## config.mk

```make
export PLATFORM = sky130hd
export DESIGN_NAME = imrss_ctrl
export DESIGN_NICKNAME = d
export VERILOG_FILES = /design/src/design/imrss_ctrl.v /design/src/design/imrss_pin_sync.v /design/src/design/imrss_fifo.v
export VERILOG_INCLUDE_DIRS = /design/src /design/src/shared
export SDC_FILE = /design/constraint.sdc
export NUM_CORES = 1
export LEC_CHECK = 0
export BUFFER_PORTS_ARGS = -buffer_cell sky130_fd_sc_hd__buf_2
export CAP_MARGIN = 20
export CORE_MARGIN = 1.5
export CORE_UTILIZATION = 62
export DETAILED_ROUTE_END_ITERATION = 10
export GPL_ROUTABILITY_DRIVEN = 0
export PLACE_DENSITY = 0.89
export REMOVE_ABC_BUFFERS = 1
export SLEW_MARGIN = 10
export SYNTH_ARGS = -nofsm -noshare
export SYNTH_HDL_FRONTEND = slang
export SYNTH_SLANG_ARGS = --single-unit
```

## constraint.sdc

```tcl
create_clock -name mclk_i -period 3.03 [get_ports mclk_i]
set_clock_uncertainty 0.2 [all_clocks]
set_input_delay 0.303 -clock mclk_i [delete_from_list [all_inputs] [get_ports mclk_i]]
set_output_delay 0.303 -clock mclk_i [all_outputs]
set_load 0.05 [all_outputs]
```

## src/shared/imrss_defines.vh

```
// constants for the two-wire controller: timing, event codes, fsm states
//
// How it works
// - start request: data low, then clock low
// - own start detected sets master status
// - shift register write sends address byte
// - matching slave acks; master samples 9th rise
// - 9th fall: address-end irq; slave waits, matches
// - mismatched slave: NACK, no irq, no wait
// - address-end irq on both ACK and NACK
// - wait timing select 0 waits after 8th
// - 8th fall: master waits, irq, acks if enabled
// - sending slave samples ack, waits at 9th
// - after final NACK both wait, irq at 9th
// - stop request: data low, await clock high
// - slave stops sending on NACK, still waits at 9th
// - clock high plus setup: data rises, stop irq to addressed slave only
// - start hold at least 4.0/0.6 us
// - stop setup at least 4.0/0.6 us
`ifndef IMRSS_DEFINES_VH
`define IMRSS_DEFINES_VH

`define IMRSS_CLK_NS 10
`define IMRSS_T_HD_STA_STD_NS 4000
`define IMRSS_T_HD_STA_FAST_NS 600
`define IMRSS_T_SU_STO_STD_NS 4000
`define IMRSS_T_SU_STO_FAST_NS 600
`define IMRSS_T_LOW_STD_NS 5000
`define IMRSS_T_LOW_FAST_NS 1300
`define IMRSS_T_HIGH_STD_NS 4000
`define IMRSS_T_HIGH_FAST_NS 600

`define IMRSS_EV_NONE 4'h0
`define IMRSS_EV_ADDR_END 4'h1
`define IMRSS_EV_ADDR_MATCH 4'h2
`define IMRSS_EV_XFER_END 4'h4
`define IMRSS_EV_STOP 4'h8

`define IMRSS_M_IDLE 4'h1
`define IMRSS_M_START 4'h2
`define IMRSS_M_RUN 4'h4
`define IMRSS_M_STOP 4'h8

`define IMRSS_BIT_ACK 4'h8
`define IMRSS_BIT_END 4'h9
`define IMRSS_FIFO_DEPTH 32
`define IMRSS_FIFO_AW 5

`endif

```

## src/design/imrss_ctrl.v

```verilog
// two-wire controller: master receive with 8/9 wait, slave send
`timescale 1ns/1ps
`include "imrss_defines.vh"
module imrss_ctrl (
    input wire mclk_i,
    input wire rst_n_i,
    input wire ce_i,
    input wire scl_i,
    output wire scl_o,
    output wire scl_oe_o,
    input wire sda_i,
    output wire sda_o,
    output wire sda_oe_o,
    input wire start_request_i,
    input wire stop_request_i,
    input wire shift_wr_i,
    input wire [7:0] shift_wdata_i,
    input wire wait_release_i,
    input wire wait_timing_select_i,
    input wire ack_enable_i,
    input wire fast_mode_i,
    input wire [6:0] own_address_i,
    output wire [7:0] shift_rdata_o,
    output wire master_status_o,
    output wire ack_detected_o,
    output wire transmit_receive_select_o,
    output wire wait_state_o,
    output wire bus_busy_o,
    output wire transfer_interrupt_o,
    output wire [3:0] int_cause_o,
    output wire rx_valid_o,
    output wire [7:0] rx_data_o,
    input wire rx_ready_i
);
    // ns figure to terminal count, rounded up, never below one cycle
    function [9:0] tcyc;
        input fast;
        input [31:0] std_ns;
        input [31:0] fast_ns;
        reg [31:0] c;
        begin
            c = ((fast ? fast_ns : std_ns) + `IMRSS_CLK_NS - 1) / `IMRSS_CLK_NS;
            if (c == 32'h0) begin
                c = 32'h1;
            end
            tcyc = c[9:0] - 10'h001;
        end
    endfunction

    wire scl_lvl; // synchronised bus clock
    wire scl_rise;
    wire scl_fall;
    wire sda_lvl; // synchronised bus data
    wire sda_rise;
    wire sda_fall;
    wire fifo_in_ready; // back-pressure from the rx fifo

    reg [3:0] ms_reg; // master fsm, one-hot
    reg [9:0] tmr_reg; // phase timer
    reg gen_low_reg; // master clock generator low phase
    reg hold_reg; // wait: clock held low
    reg stop_arm_reg; // stop: data low already set up
    reg busy_reg; // between start and stop
    reg mst_reg; // master status
    reg sl_act_reg; // slave still taking part
    reg addr_phase_reg; // first byte after start
    reg match_reg; // slave address matched
    reg dir_rd_reg; // direction bit of address
    reg slave_tx_reg; // slave is sending
    reg [3:0] bitcnt_reg; // clock rises seen in byte
    reg ack_slot_reg; // between 8th and 9th fall
    reg drv_bit_reg; // pull data low for current bit
    reg [7:0] shift_reg;
    reg ack_det_reg;
    reg push_reg; // byte waiting for fifo room
    reg pushed_reg; // this byte already queued
    reg irq_reg;
    reg [3:0] cause_reg;
    reg sda_oe_reg;
    reg scl_oe_reg;
    reg tx_reg; // registered transmit/receive status
    reg sda_oe_next;

    wire start_det = sda_fall & scl_lvl;
    wire stop_det = sda_rise & scl_lvl;
    wire [9:0] thd_cyc = tcyc(fast_mode_i, `IMRSS_T_HD_STA_STD_NS, `IMRSS_T_HD_STA_FAST_NS);
    wire [9:0] tsu_cyc = tcyc(fast_mode_i, `IMRSS_T_SU_STO_STD_NS, `IMRSS_T_SU_STO_FAST_NS);
    wire [9:0] tlow_cyc = tcyc(fast_mode_i, `IMRSS_T_LOW_STD_NS, `IMRSS_T_LOW_FAST_NS);
    wire [9:0] thi_cyc = tcyc(fast_mode_i, `IMRSS_T_HIGH_STD_NS, `IMRSS_T_HIGH_FAST_NS);
    wire engine_on = busy_reg & (mst_reg | sl_act_reg);
    // master sends the address, then sends only if it asked to write
    wire tx_role = addr_phase_reg ? mst_reg : (mst_reg ? ~dir_rd_reg : slave_tx_reg);
    wire ack_drive = mst_reg ? (~addr_phase_reg & dir_rd_reg & ack_enable_i)
                             : (addr_phase_reg & match_reg);

    imrss_pin_sync u_scl_sync (
        .clk_i(mclk_i),
        .rst_n_i(rst_n_i),
        .ce_i(ce_i),
        .pin_i(scl_i),
        .lvl_o(scl_lvl),
        .rise_o(scl_rise),
        .fall_o(scl_fall)
    );

    imrss_pin_sync u_sda_sync (
        .clk_i(mclk_i),
        .rst_n_i(rst_n_i),
        .ce_i(ce_i),
        .pin_i(sda_i),
        .lvl_o(sda_lvl),
        .rise_o(sda_rise),
        .fall_o(sda_fall)
    );

    // received bytes queue here; a full queue keeps the wait in force
    imrss_fifo #(
        .WIDTH(8),
        .DEPTH(`IMRSS_FIFO_DEPTH),
        .AW(`IMRSS_FIFO_AW)
    ) u_rx_fifo (
        .clk_i(mclk_i),
        .rst_n_i(rst_n_i),
        .ce_i(ce_i),
        .in_valid_i(push_reg),
        .in_data_i(shift_reg),
        .in_ready_o(fifo_in_ready),
        .out_valid_o(rx_valid_o),
        .out_data_o(rx_data_o),
        .out_ready_i(rx_ready_i)
    );

    // data pin drive: start/stop force, bit data, or acknowledge slot
    always @* begin
        sda_oe_next = 1'b0;
        if (ms_reg == `IMRSS_M_START || ms_reg == `IMRSS_M_STOP) begin
            sda_oe_next = 1'b1;
        end else if (busy_reg) begin
            if (ack_slot_reg) begin
                sda_oe_next = ack_drive; // low is ACK, released is NACK
            end else begin
                sda_oe_next = tx_role & drv_bit_reg;
            end
        end
    end

    // whole controller state; later assignments in the block win
    always @(posedge mclk_i or negedge rst_n_i) begin
        if (!rst_n_i) begin
            ms_reg <= `IMRSS_M_IDLE;
            tmr_reg <= 10'h000;
            gen_low_reg <= 1'b0;
            hold_reg <= 1'b0;
            stop_arm_reg <= 1'b0;
            busy_reg <= 1'b0;
            mst_reg <= 1'b0;
            sl_act_reg <= 1'b0;
            addr_phase_reg <= 1'b0;
            match_reg <= 1'b0;
            dir_rd_reg <= 1'b0;
            slave_tx_reg <= 1'b0;
            bitcnt_reg <= 4'h0;
            ack_slot_reg <= 1'b0;
            drv_bit_reg <= 1'b0;
            shift_reg <= 8'h00;
            ack_det_reg <= 1'b0;
            push_reg <= 1'b0;
            pushed_reg <= 1'b0;
            irq_reg <= 1'b0;
            cause_reg <= `IMRSS_EV_NONE;
            sda_oe_reg <= 1'b0;
            scl_oe_reg <= 1'b0;
            tx_reg <= 1'b0;
        end else if (ce_i) begin
            irq_reg <= 1'b0;
            sda_oe_reg <= sda_oe_next;
            // clock low while waiting or in the generator low phase
            scl_oe_reg <= hold_reg | ((ms_reg == `IMRSS_M_RUN) & gen_low_reg);
            tx_reg <= busy_reg & tx_role;
            if (push_reg && fifo_in_ready) begin
                push_reg <= 1'b0;
            end
            // software loads the shift register; first bit goes out at once
            // a byte still waiting for fifo room must not be overwritten
            if (shift_wr_i && !push_reg) begin
                shift_reg <= shift_wdata_i;
                drv_bit_reg <= ~shift_wdata_i[7];
            end
            // release by write or release bit, never while a byte is unqueued
            if (hold_reg && !push_reg && (wait_release_i || shift_wr_i)
                    && ms_reg != `IMRSS_M_STOP) begin
                hold_reg <= 1'b0;
            end

            // byte engine, driven by observed clock edges
            if (engine_on && scl_rise) begin
                if (bitcnt_reg < `IMRSS_BIT_ACK) begin
                    shift_reg <= {shift_reg[6:0], sda_lvl};
                end else if (tx_role) begin
                    ack_det_reg <= ~sda_lvl;
                end
                bitcnt_reg <= bitcnt_reg + 4'h1;
            end
            if (engine_on && scl_fall) begin
                if (bitcnt_reg != 4'h0 && bitcnt_reg < `IMRSS_BIT_ACK) begin
                    drv_bit_reg <= ~shift_reg[7];
                end
                if (bitcnt_reg == `IMRSS_BIT_ACK) begin
                    ack_slot_reg <= 1'b1;
                    if (addr_phase_reg) begin
                        dir_rd_reg <= shift_reg[0];
                        match_reg <= ~mst_reg & (shift_reg[7:1] == own_address_i);
                    end else if (mst_reg && dir_rd_reg && !wait_timing_select_i) begin
                        // eighth-clock wait for the receiving master
                        hold_reg <= 1'b1;
                        irq_reg <= 1'b1;
                        cause_reg <= `IMRSS_EV_XFER_END;
                        push_reg <= 1'b1;
                        pushed_reg <= 1'b1;
                    end
                end
                if (bitcnt_reg == `IMRSS_BIT_END) begin
                    ack_slot_reg <= 1'b0;
                    drv_bit_reg <= 1'b0;
                    bitcnt_reg <= 4'h0;
                    addr_phase_reg <= 1'b0;
                    pushed_reg <= 1'b0;
                    if (mst_reg) begin
                        if (addr_phase_reg) begin
                            // raised whether the address was acked or not
                            hold_reg <= 1'b1;
                            irq_reg <= 1'b1;
                            cause_reg <= `IMRSS_EV_ADDR_END;
                        end else if (!dir_rd_reg || wait_timing_select_i) begin
                            hold_reg <= 1'b1;
                            irq_reg <= 1'b1;
                            cause_reg <= `IMRSS_EV_XFER_END;
                            push_reg <= dir_rd_reg & ~pushed_reg;
                        end
                    end else if (addr_phase_reg) begin
                        if (match_reg) begin
                            hold_reg <= 1'b1;
                            irq_reg <= 1'b1;
                            cause_reg <= `IMRSS_EV_ADDR_MATCH;
                            slave_tx_reg <= dir_rd_reg;
                        end else begin
                            sl_act_reg <= 1'b0; // no wait, no event
                        end
                    end else if (slave_tx_reg) begin
                        hold_reg <= 1'b1;
                        irq_reg <= 1'b1;
                        cause_reg <= `IMRSS_EV_XFER_END;
                        if (!ack_det_reg) begin
                            slave_tx_reg <= 1'b0; // NACK ends our sending
                        end
                    end
                end
            end

            // bus conditions override the byte engine
            if (start_det) begin
                busy_reg <= 1'b1;
                addr_phase_reg <= 1'b1;
                bitcnt_reg <= 4'h0;
                ack_slot_reg <= 1'b0;
                match_reg <= 1'b0;
                slave_tx_reg <= 1'b0;
                pushed_reg <= 1'b0;
                mst_reg <= (ms_reg == `IMRSS_M_START);
                sl_act_reg <= (ms_reg != `IMRSS_M_START);
            end
            if (stop_det) begin
                busy_reg <= 1'b0;
                mst_reg <= 1'b0;
                sl_act_reg <= 1'b0;
                slave_tx_reg <= 1'b0;
                ack_slot_reg <= 1'b0;
                hold_reg <= 1'b0;
                match_reg <= 1'b0;
                if (!mst_reg && match_reg) begin
                    irq_reg <= 1'b1;
                    cause_reg <= `IMRSS_EV_STOP;
                end
            end

            // master sequencer: start, clock generation, stop
            case (ms_reg)
                `IMRSS_M_IDLE: begin
                    tmr_reg <= 10'h000;
                    gen_low_reg <= 1'b0;
                    // only a free bus may be claimed
                    if (start_request_i && !busy_reg && scl_lvl && sda_lvl) begin
                        ms_reg <= `IMRSS_M_START;
                    end
                end
                `IMRSS_M_START: begin
                    // count hold time only after our start is seen
                    if (mst_reg) begin
                        tmr_reg <= tmr_reg + 10'h001;
                        if (tmr_reg >= thd_cyc) begin
                            hold_reg <= 1'b1;
                            gen_low_reg <= 1'b1;
                            // data stays low until the address is written, no false stop
                            drv_bit_reg <= 1'b1;
                            tmr_reg <= 10'h000;
                            ms_reg <= `IMRSS_M_RUN;
                        end
                    end
                end
                `IMRSS_M_RUN: begin
                    if (!mst_reg) begin
                        ms_reg <= `IMRSS_M_IDLE;
                    end else if (stop_request_i && hold_reg) begin
                        stop_arm_reg <= 1'b0;
                        ms_reg <= `IMRSS_M_STOP;
                    end else if (hold_reg) begin
                        tmr_reg <= 10'h000;
                    end else if (gen_low_reg) begin
                        tmr_reg <= tmr_reg + 10'h001;
                        if (tmr_reg >= tlow_cyc) begin
                            gen_low_reg <= 1'b0;
                            tmr_reg <= 10'h000;
                        end
                    end else if (scl_lvl) begin
                        // high phase counts only once a stretching slave lets go
                        tmr_reg <= tmr_reg + 10'h001;
                        if (tmr_reg >= thi_cyc) begin
                            gen_low_reg <= 1'b1;
                            tmr_reg <= 10'h000;
                        end
                    end
                end
                `IMRSS_M_STOP: begin
                    if (!stop_arm_reg) begin
                        // data is already low; now let the clock go
                        stop_arm_reg <= 1'b1;
                        hold_reg <= 1'b0;
                        gen_low_reg <= 1'b0;
                        tmr_reg <= 10'h000;
                    end else if (scl_lvl) begin
                        tmr_reg <= tmr_reg + 10'h001;
                        if (tmr_reg >= tsu_cyc) begin
                            ms_reg <= `IMRSS_M_IDLE;
                        end
                    end else begin
                        tmr_reg <= 10'h000;
                    end
                end
                default: begin
                    ms_reg <= `IMRSS_M_IDLE;
                end
            endcase
        end
    end

    // pins are open drain: output value fixed low, enable does the work
    assign scl_o = 1'b0;
    assign sda_o = 1'b0;
    assign scl_oe_o = scl_oe_reg;
    assign sda_oe_o = sda_oe_reg;
    assign shift_rdata_o = shift_reg;
    assign master_status_o = mst_reg;
    assign ack_detected_o = ack_det_reg;
    assign transmit_receive_select_o = tx_reg;
    assign wait_state_o = hold_reg;
    assign bus_busy_o = busy_reg;
    assign transfer_interrupt_o = irq_reg;
    assign int_cause_o = cause_reg;
endmodule // imrss_ctrl

```

## src/design/imrss_pin_sync.v

```verilog
// two-flop synchroniser with edge detect for one bus pin
`timescale 1ns/1ps
module imrss_pin_sync (
    input wire clk_i,
    input wire rst_n_i,
    input wire ce_i,
    input wire pin_i,
    output wire lvl_o,
    output wire rise_o,
    output wire fall_o
);
    reg meta_reg; // first stage, read only by sync_reg
    reg sync_reg; // safe level
    reg prev_reg; // level one cycle ago

    // idle bus reads high, so reset to one
    always @(posedge clk_i or negedge rst_n_i) begin
        if (!rst_n_i) begin
            meta_reg <= 1'b1;
            sync_reg <= 1'b1;
            prev_reg <= 1'b1;
        end else if (ce_i) begin
            meta_reg <= pin_i;
            sync_reg <= meta_reg;
            prev_reg <= sync_reg;
        end
    end

    assign lvl_o = sync_reg;
    assign rise_o = sync_reg & ~prev_reg;
    assign fall_o = ~sync_reg & prev_reg;
endmodule // imrss_pin_sync

```

## src/design/imrss_fifo.v

```verilog
// received-byte fifo with registered output stage
`timescale 1ns/1ps
module imrss_fifo #(
    parameter WIDTH = 8,
    parameter DEPTH = 32,
    parameter AW = 5
) (
    input wire clk_i,
    input wire rst_n_i,
    input wire ce_i,
    input wire in_valid_i,
    input wire [WIDTH-1:0] in_data_i,
    output wire in_ready_o,
    output wire out_valid_o,
    output wire [WIDTH-1:0] out_data_o,
    input wire out_ready_i
);
    localparam [AW:0] FULL_CNT = DEPTH;

    reg [WIDTH-1:0] mem_reg [0:DEPTH-1]; // storage, indexed
    reg [AW-1:0] wr_ptr_reg;
    reg [AW-1:0] rd_ptr_reg;
    reg [AW:0] cnt_reg; // words held in mem_reg
    reg out_valid_reg;
    reg [WIDTH-1:0] out_data_reg;

    wire do_wr = in_valid_i & in_ready_o;
    // prefetch into the output stage whenever it is empty or drained
    wire do_rd = (cnt_reg != {(AW+1){1'b0}}) & (~out_valid_reg | out_ready_i);

    assign in_ready_o = (cnt_reg != FULL_CNT);
    assign out_valid_o = out_valid_reg;
    assign out_data_o = out_data_reg;

    // storage needs no reset; only valid words are ever read
    always @(posedge clk_i) begin
        if (ce_i && do_wr) begin
            mem_reg[wr_ptr_reg] <= in_data_i;
        end
    end

    // pointers, count and output stage
    always @(posedge clk_i or negedge rst_n_i) begin
        if (!rst_n_i) begin
            wr_ptr_reg <= {AW{1'b0}};
            rd_ptr_reg <= {AW{1'b0}};
            cnt_reg <= {(AW+1){1'b0}};
            out_valid_reg <= 1'b0;
            out_data_reg <= {WIDTH{1'b0}};
        end else if (ce_i) begin
            if (do_wr) begin
                wr_ptr_reg <= wr_ptr_reg + 1'b1;
            end
            if (do_rd) begin
                rd_ptr_reg <= rd_ptr_reg + 1'b1;
                out_data_reg <= mem_reg[rd_ptr_reg];
                out_valid_reg <= 1'b1;
            end else if (out_ready_i) begin
                out_valid_reg <= 1'b0;
            end
            case ({do_wr, do_rd})
                2'b10: cnt_reg <= cnt_reg + 1'b1;
                2'b01: cnt_reg <= cnt_reg - 1'b1;
                default: cnt_reg <= cnt_reg;
            endcase
        end
    end
endmodule // imrss_fifo

```

==> metrics.csv <==
stage,metric,value,unit
route,first_iter_violations,1287,
global_route,grt_pass1_vias,9137,
timing,fin_ws,0.286,ns
global_route,antenna_found_initial,1,
synth,ys_top_cells_by_count,"edfxtp_1 (256), nor2_1 (77), dfrtp_1 (73), nand2_1 (67), mux4_2 (64)",
worst_setup_path,slowest_stage,nor2_1,
synth,synth_edf_count,256,
placement,post-place-ws,0.348,ns
cts,htreeDepth,2,
status,status,completed,
synth,synthCells,951,
cts,clock_sinks,336,
power,total_power,0.0139,W
worst_setup_path,crit_path_cell_trace,nor3_1 -> nand3_1 -> and3_1 -> nand2_1 -> nor2_1,
synth,ys_warn_count,0,
floorplanning,start_util,63.6,%
timing,setup_viol,0,
timing,finalHoldViolations,0,
worst_setup_path,start_kind,flip-flop,
synth,async_flop_share,23.8,%
cts,cts_buffers,34,
synth,syn-cell-area,0.0145,sq mm
cts,clk_pin_slew,0.06,ns
synth,synthTopCellsByArea,"edfxtp_1 (53%), dfrtp_1 (13%), mux4_2 (9.9%)",
synth,ys_types,72,
worst_setup_path,cp.depth,5,
timing,min_period,2.74,ns
power,p_per_area,845,mW/mm^2
floorplanning,die_x,156,um
route,drc,0,
synth,ys_ff_latch,336,
cts,clk_latency,0.52,ns
route,wl,33800,um
global_route,gr-total-overflow,0,
timing,timing.hold.ws,0.0312,ns
cts,clk_path_buf_depth,3,
timing,drv_slew,0,
floorplanning,die_area,0.0243,sq mm
worst_setup_path,startpoint,u_rx_fifo.cnt_reg[0]$_DFFE_PN0P_,
synth,synthFlopType,edfxtp_1,
timing,fin_crit_sh,90.5,%
route,vias_per_cell,6.57,
global_route,grt_pass1_wl,53000,um
timing,rsz0062_at_grt,false,
worst_setup_path,crit_fanout,11,
worst_setup_path,crit_family,simple AND/OR/NAND/NOR gates,
worst_setup_path,r2r_end,u_rx_fifo.mem_reg[3][2]$_DFFE_PP_,
worst_setup_path,cp_data_arrival_time,2.68,ns
placement,hpwl,20800,um
synth,post-synth-top-count-cell,edfxtp_1,
worst_setup_path,r2r_start,u_rx_fifo.cnt_reg[0]$_DFFE_PN0P_,
timing,max_freq,0.364,GHz
worst_setup_path,worstSetupPathType,reg2reg,
finish,area.growth.synth_to_final,13.9,%
synth,yosysTopAreaCell,edfxtp_1,
worst_setup_path,r2r_cells,5,
route,ant_nets,0,
floorplanning,ioPinCount,59,
route,first_pass_iters,6,
cts,cts_tree,yes,
floorplanning,coreArea,0.0228,sq mm
finish,final_net_count,1098,
worst_setup_path,cp_num_buf_inv,0,
finish,largest_reg_flops,256,
min_path,hp-class,in2reg,
global_route,grt_max_degree,48,
power,ir_drop,492,uV
finish,layout-drive-gt1-share,23.2,%
power,leakage,5.89,nW
finish,num_antenna_cells,0,
placement,io_buffers,56,
global_route,track_usage,29.2,%
synth,synth_top_cell_area_share,53.1,%
route,wire_per_inst,24.4,um
floorplanning,rows,55,
cts,cts-root-buf,clkbuf_16,
worst_setup_path,crit_path_end,u_rx_fifo.mem_reg[3][2]$_DFFE_PP_,
timing,slew_headroom,36.2,%
cts,cts_setup_buffers,0,
finish,final_util,72.4,%
route,vias,9091,
worst_setup_path,setup.worst_path.end_class,flip-flop,
floorplanning,fp.dieH,156,um
worst_setup_path,slowest_delay,0.79,ns
worst_setup_path,r2r_setup_slack,0.29,ns
timing,worst_slew_pin_slew,0.954,ns
worst_setup_path,cp.required,2.97,ns
synth,ys_seq_area_share,66.9,%
run,drv_cap,0,
synth,syn_avg_cell_area,15.2,sq um
[worst register-to-register path, cell delays in order (launching register included)]
cell	delay (ns)
dfrtp_1	0.40
nor3_1	0.09
nand3_1	0.11
and3_1	0.37
nand2_1	0.41
nor2_1	0.79
[cell type report]
| type | count | area [sq um] |
|---|---|---|
| clock buffer | 44 | 950 |
| clock inverter | 17 | 171 |
| fill | 1273 | 6280 |
| inverter | 28 | 105 |
| multi-input combinational | 539 | 4460 |
| sequential | 336 | 9700 |
| tap | 313 | 392 |
| timing repair buffer | 107 | 723 |
[layer usage]
layer | up-vias | routed length (um) | global-route usage, %
li1 | 3858 | - | -
met1 | 4512 | 12900 | 40.6
met2 | 629 | 16500 | 47.2
met3 | 92 | 3310 | 4.86
met4 | 0 | 1130 | 11.0
met5 | - | 0 | 0
[cell usage in the layout (no fill, tap or decap), drive strengths merged, types with 3 or more instances in the layout]
cell type / netlist / final
edfxtp: 256 / 256
buf: 18 / 94
nor2: 77 / 77
dfrtp: 73 / 73
nand2: 68 / 68
mux4: 64 / 64
clkbuf: 31 / 44
a21oi: 43 / 43
o21ai: 40 / 40
a22oi: 34 / 34
inv: 28 / 30
ha: 23 / 23
nand3: 17 / 17
xnor2: 17 / 17
dlygate4sd3: 0 / 13
o22ai: 12 / 12
xor2: 12 / 12
mux2: 10 / 10
nand4: 10 / 10
clkinv: 0 / 10
nand2b: 8 / 8
nor3: 7 / 7
nor2b: 7 / 7
dfstp: 7 / 7
a211oi: 6 / 6
nand3b: 5 / 5
and2: 5 / 5
and3: 4 / 4
a32oi: 4 / 4
nor4: 4 / 4
o31ai: 4 / 4
nor3b: 4 / 4
nor4b: 4 / 4
mux2i: 3 / 3
or4: 3 / 3
clkinvlp: 0 / 3
and2b: 3 / 3
a21o: 3 / 3
[cell families after synthesis]
family                     share of synthesized area [%]
AOI/OAI and AO/OA                                   7.80
buffers and inverters                               2.31
other                                             0.0259
adders and majority gates                           2.12
xor gates and xnor gates                            1.75
and+or+nand+nor                                     8.11
DFF                                                 66.9
muxes                                               10.9
[per-stage QoR]
stage               std cells  area, sq um  TNS (ns)
finish                   1384        16500         0
global placement         1310        15300         0
floorplan                 903        14300    -10.17
CTS                      1384        16500         0
global route             1384        16500         0
detailed placement       1310        15300         0
[where the power goes]
group          total [W]  switching (W)  internal (W)
clock            0.00418        0.00176       0.00242
combinational    0.00389        0.00225       0.00163
sequential       0.00587       0.000482       0.00539
[worst min path at each step]
| stage | from | to | cells after the start |
|---|---|---|---|
| finish | wait_timing_select_i | push_reg$_DFFE_PN0P_ | 5 |
| global route | wait_timing_select_i | push_reg$_DFFE_PN0P_ | 5 |
| CTS | wait_timing_select_i | push_reg$_DFFE_PN0P_ | 5 |
| detailed placement | rst_n_i | tmr_reg[3]$_DFFE_PN0P_ | 1 |
| global placement | rst_n_i | u_rx_fifo.rd_ptr_reg[0]$_DFFE_PN0P_ | 1 |
| floorplan | rst_n_i | ack_detected_o$_DFFE_PN0P_ | 0 |
[what timing repair did]
item,4_1_cts,5_1_grt
gates resized for setup,0,0
hold buffers,13,0
endpoints found under the hold margin,49,0
Note: power is estimated with default switching activity, not from simulation.
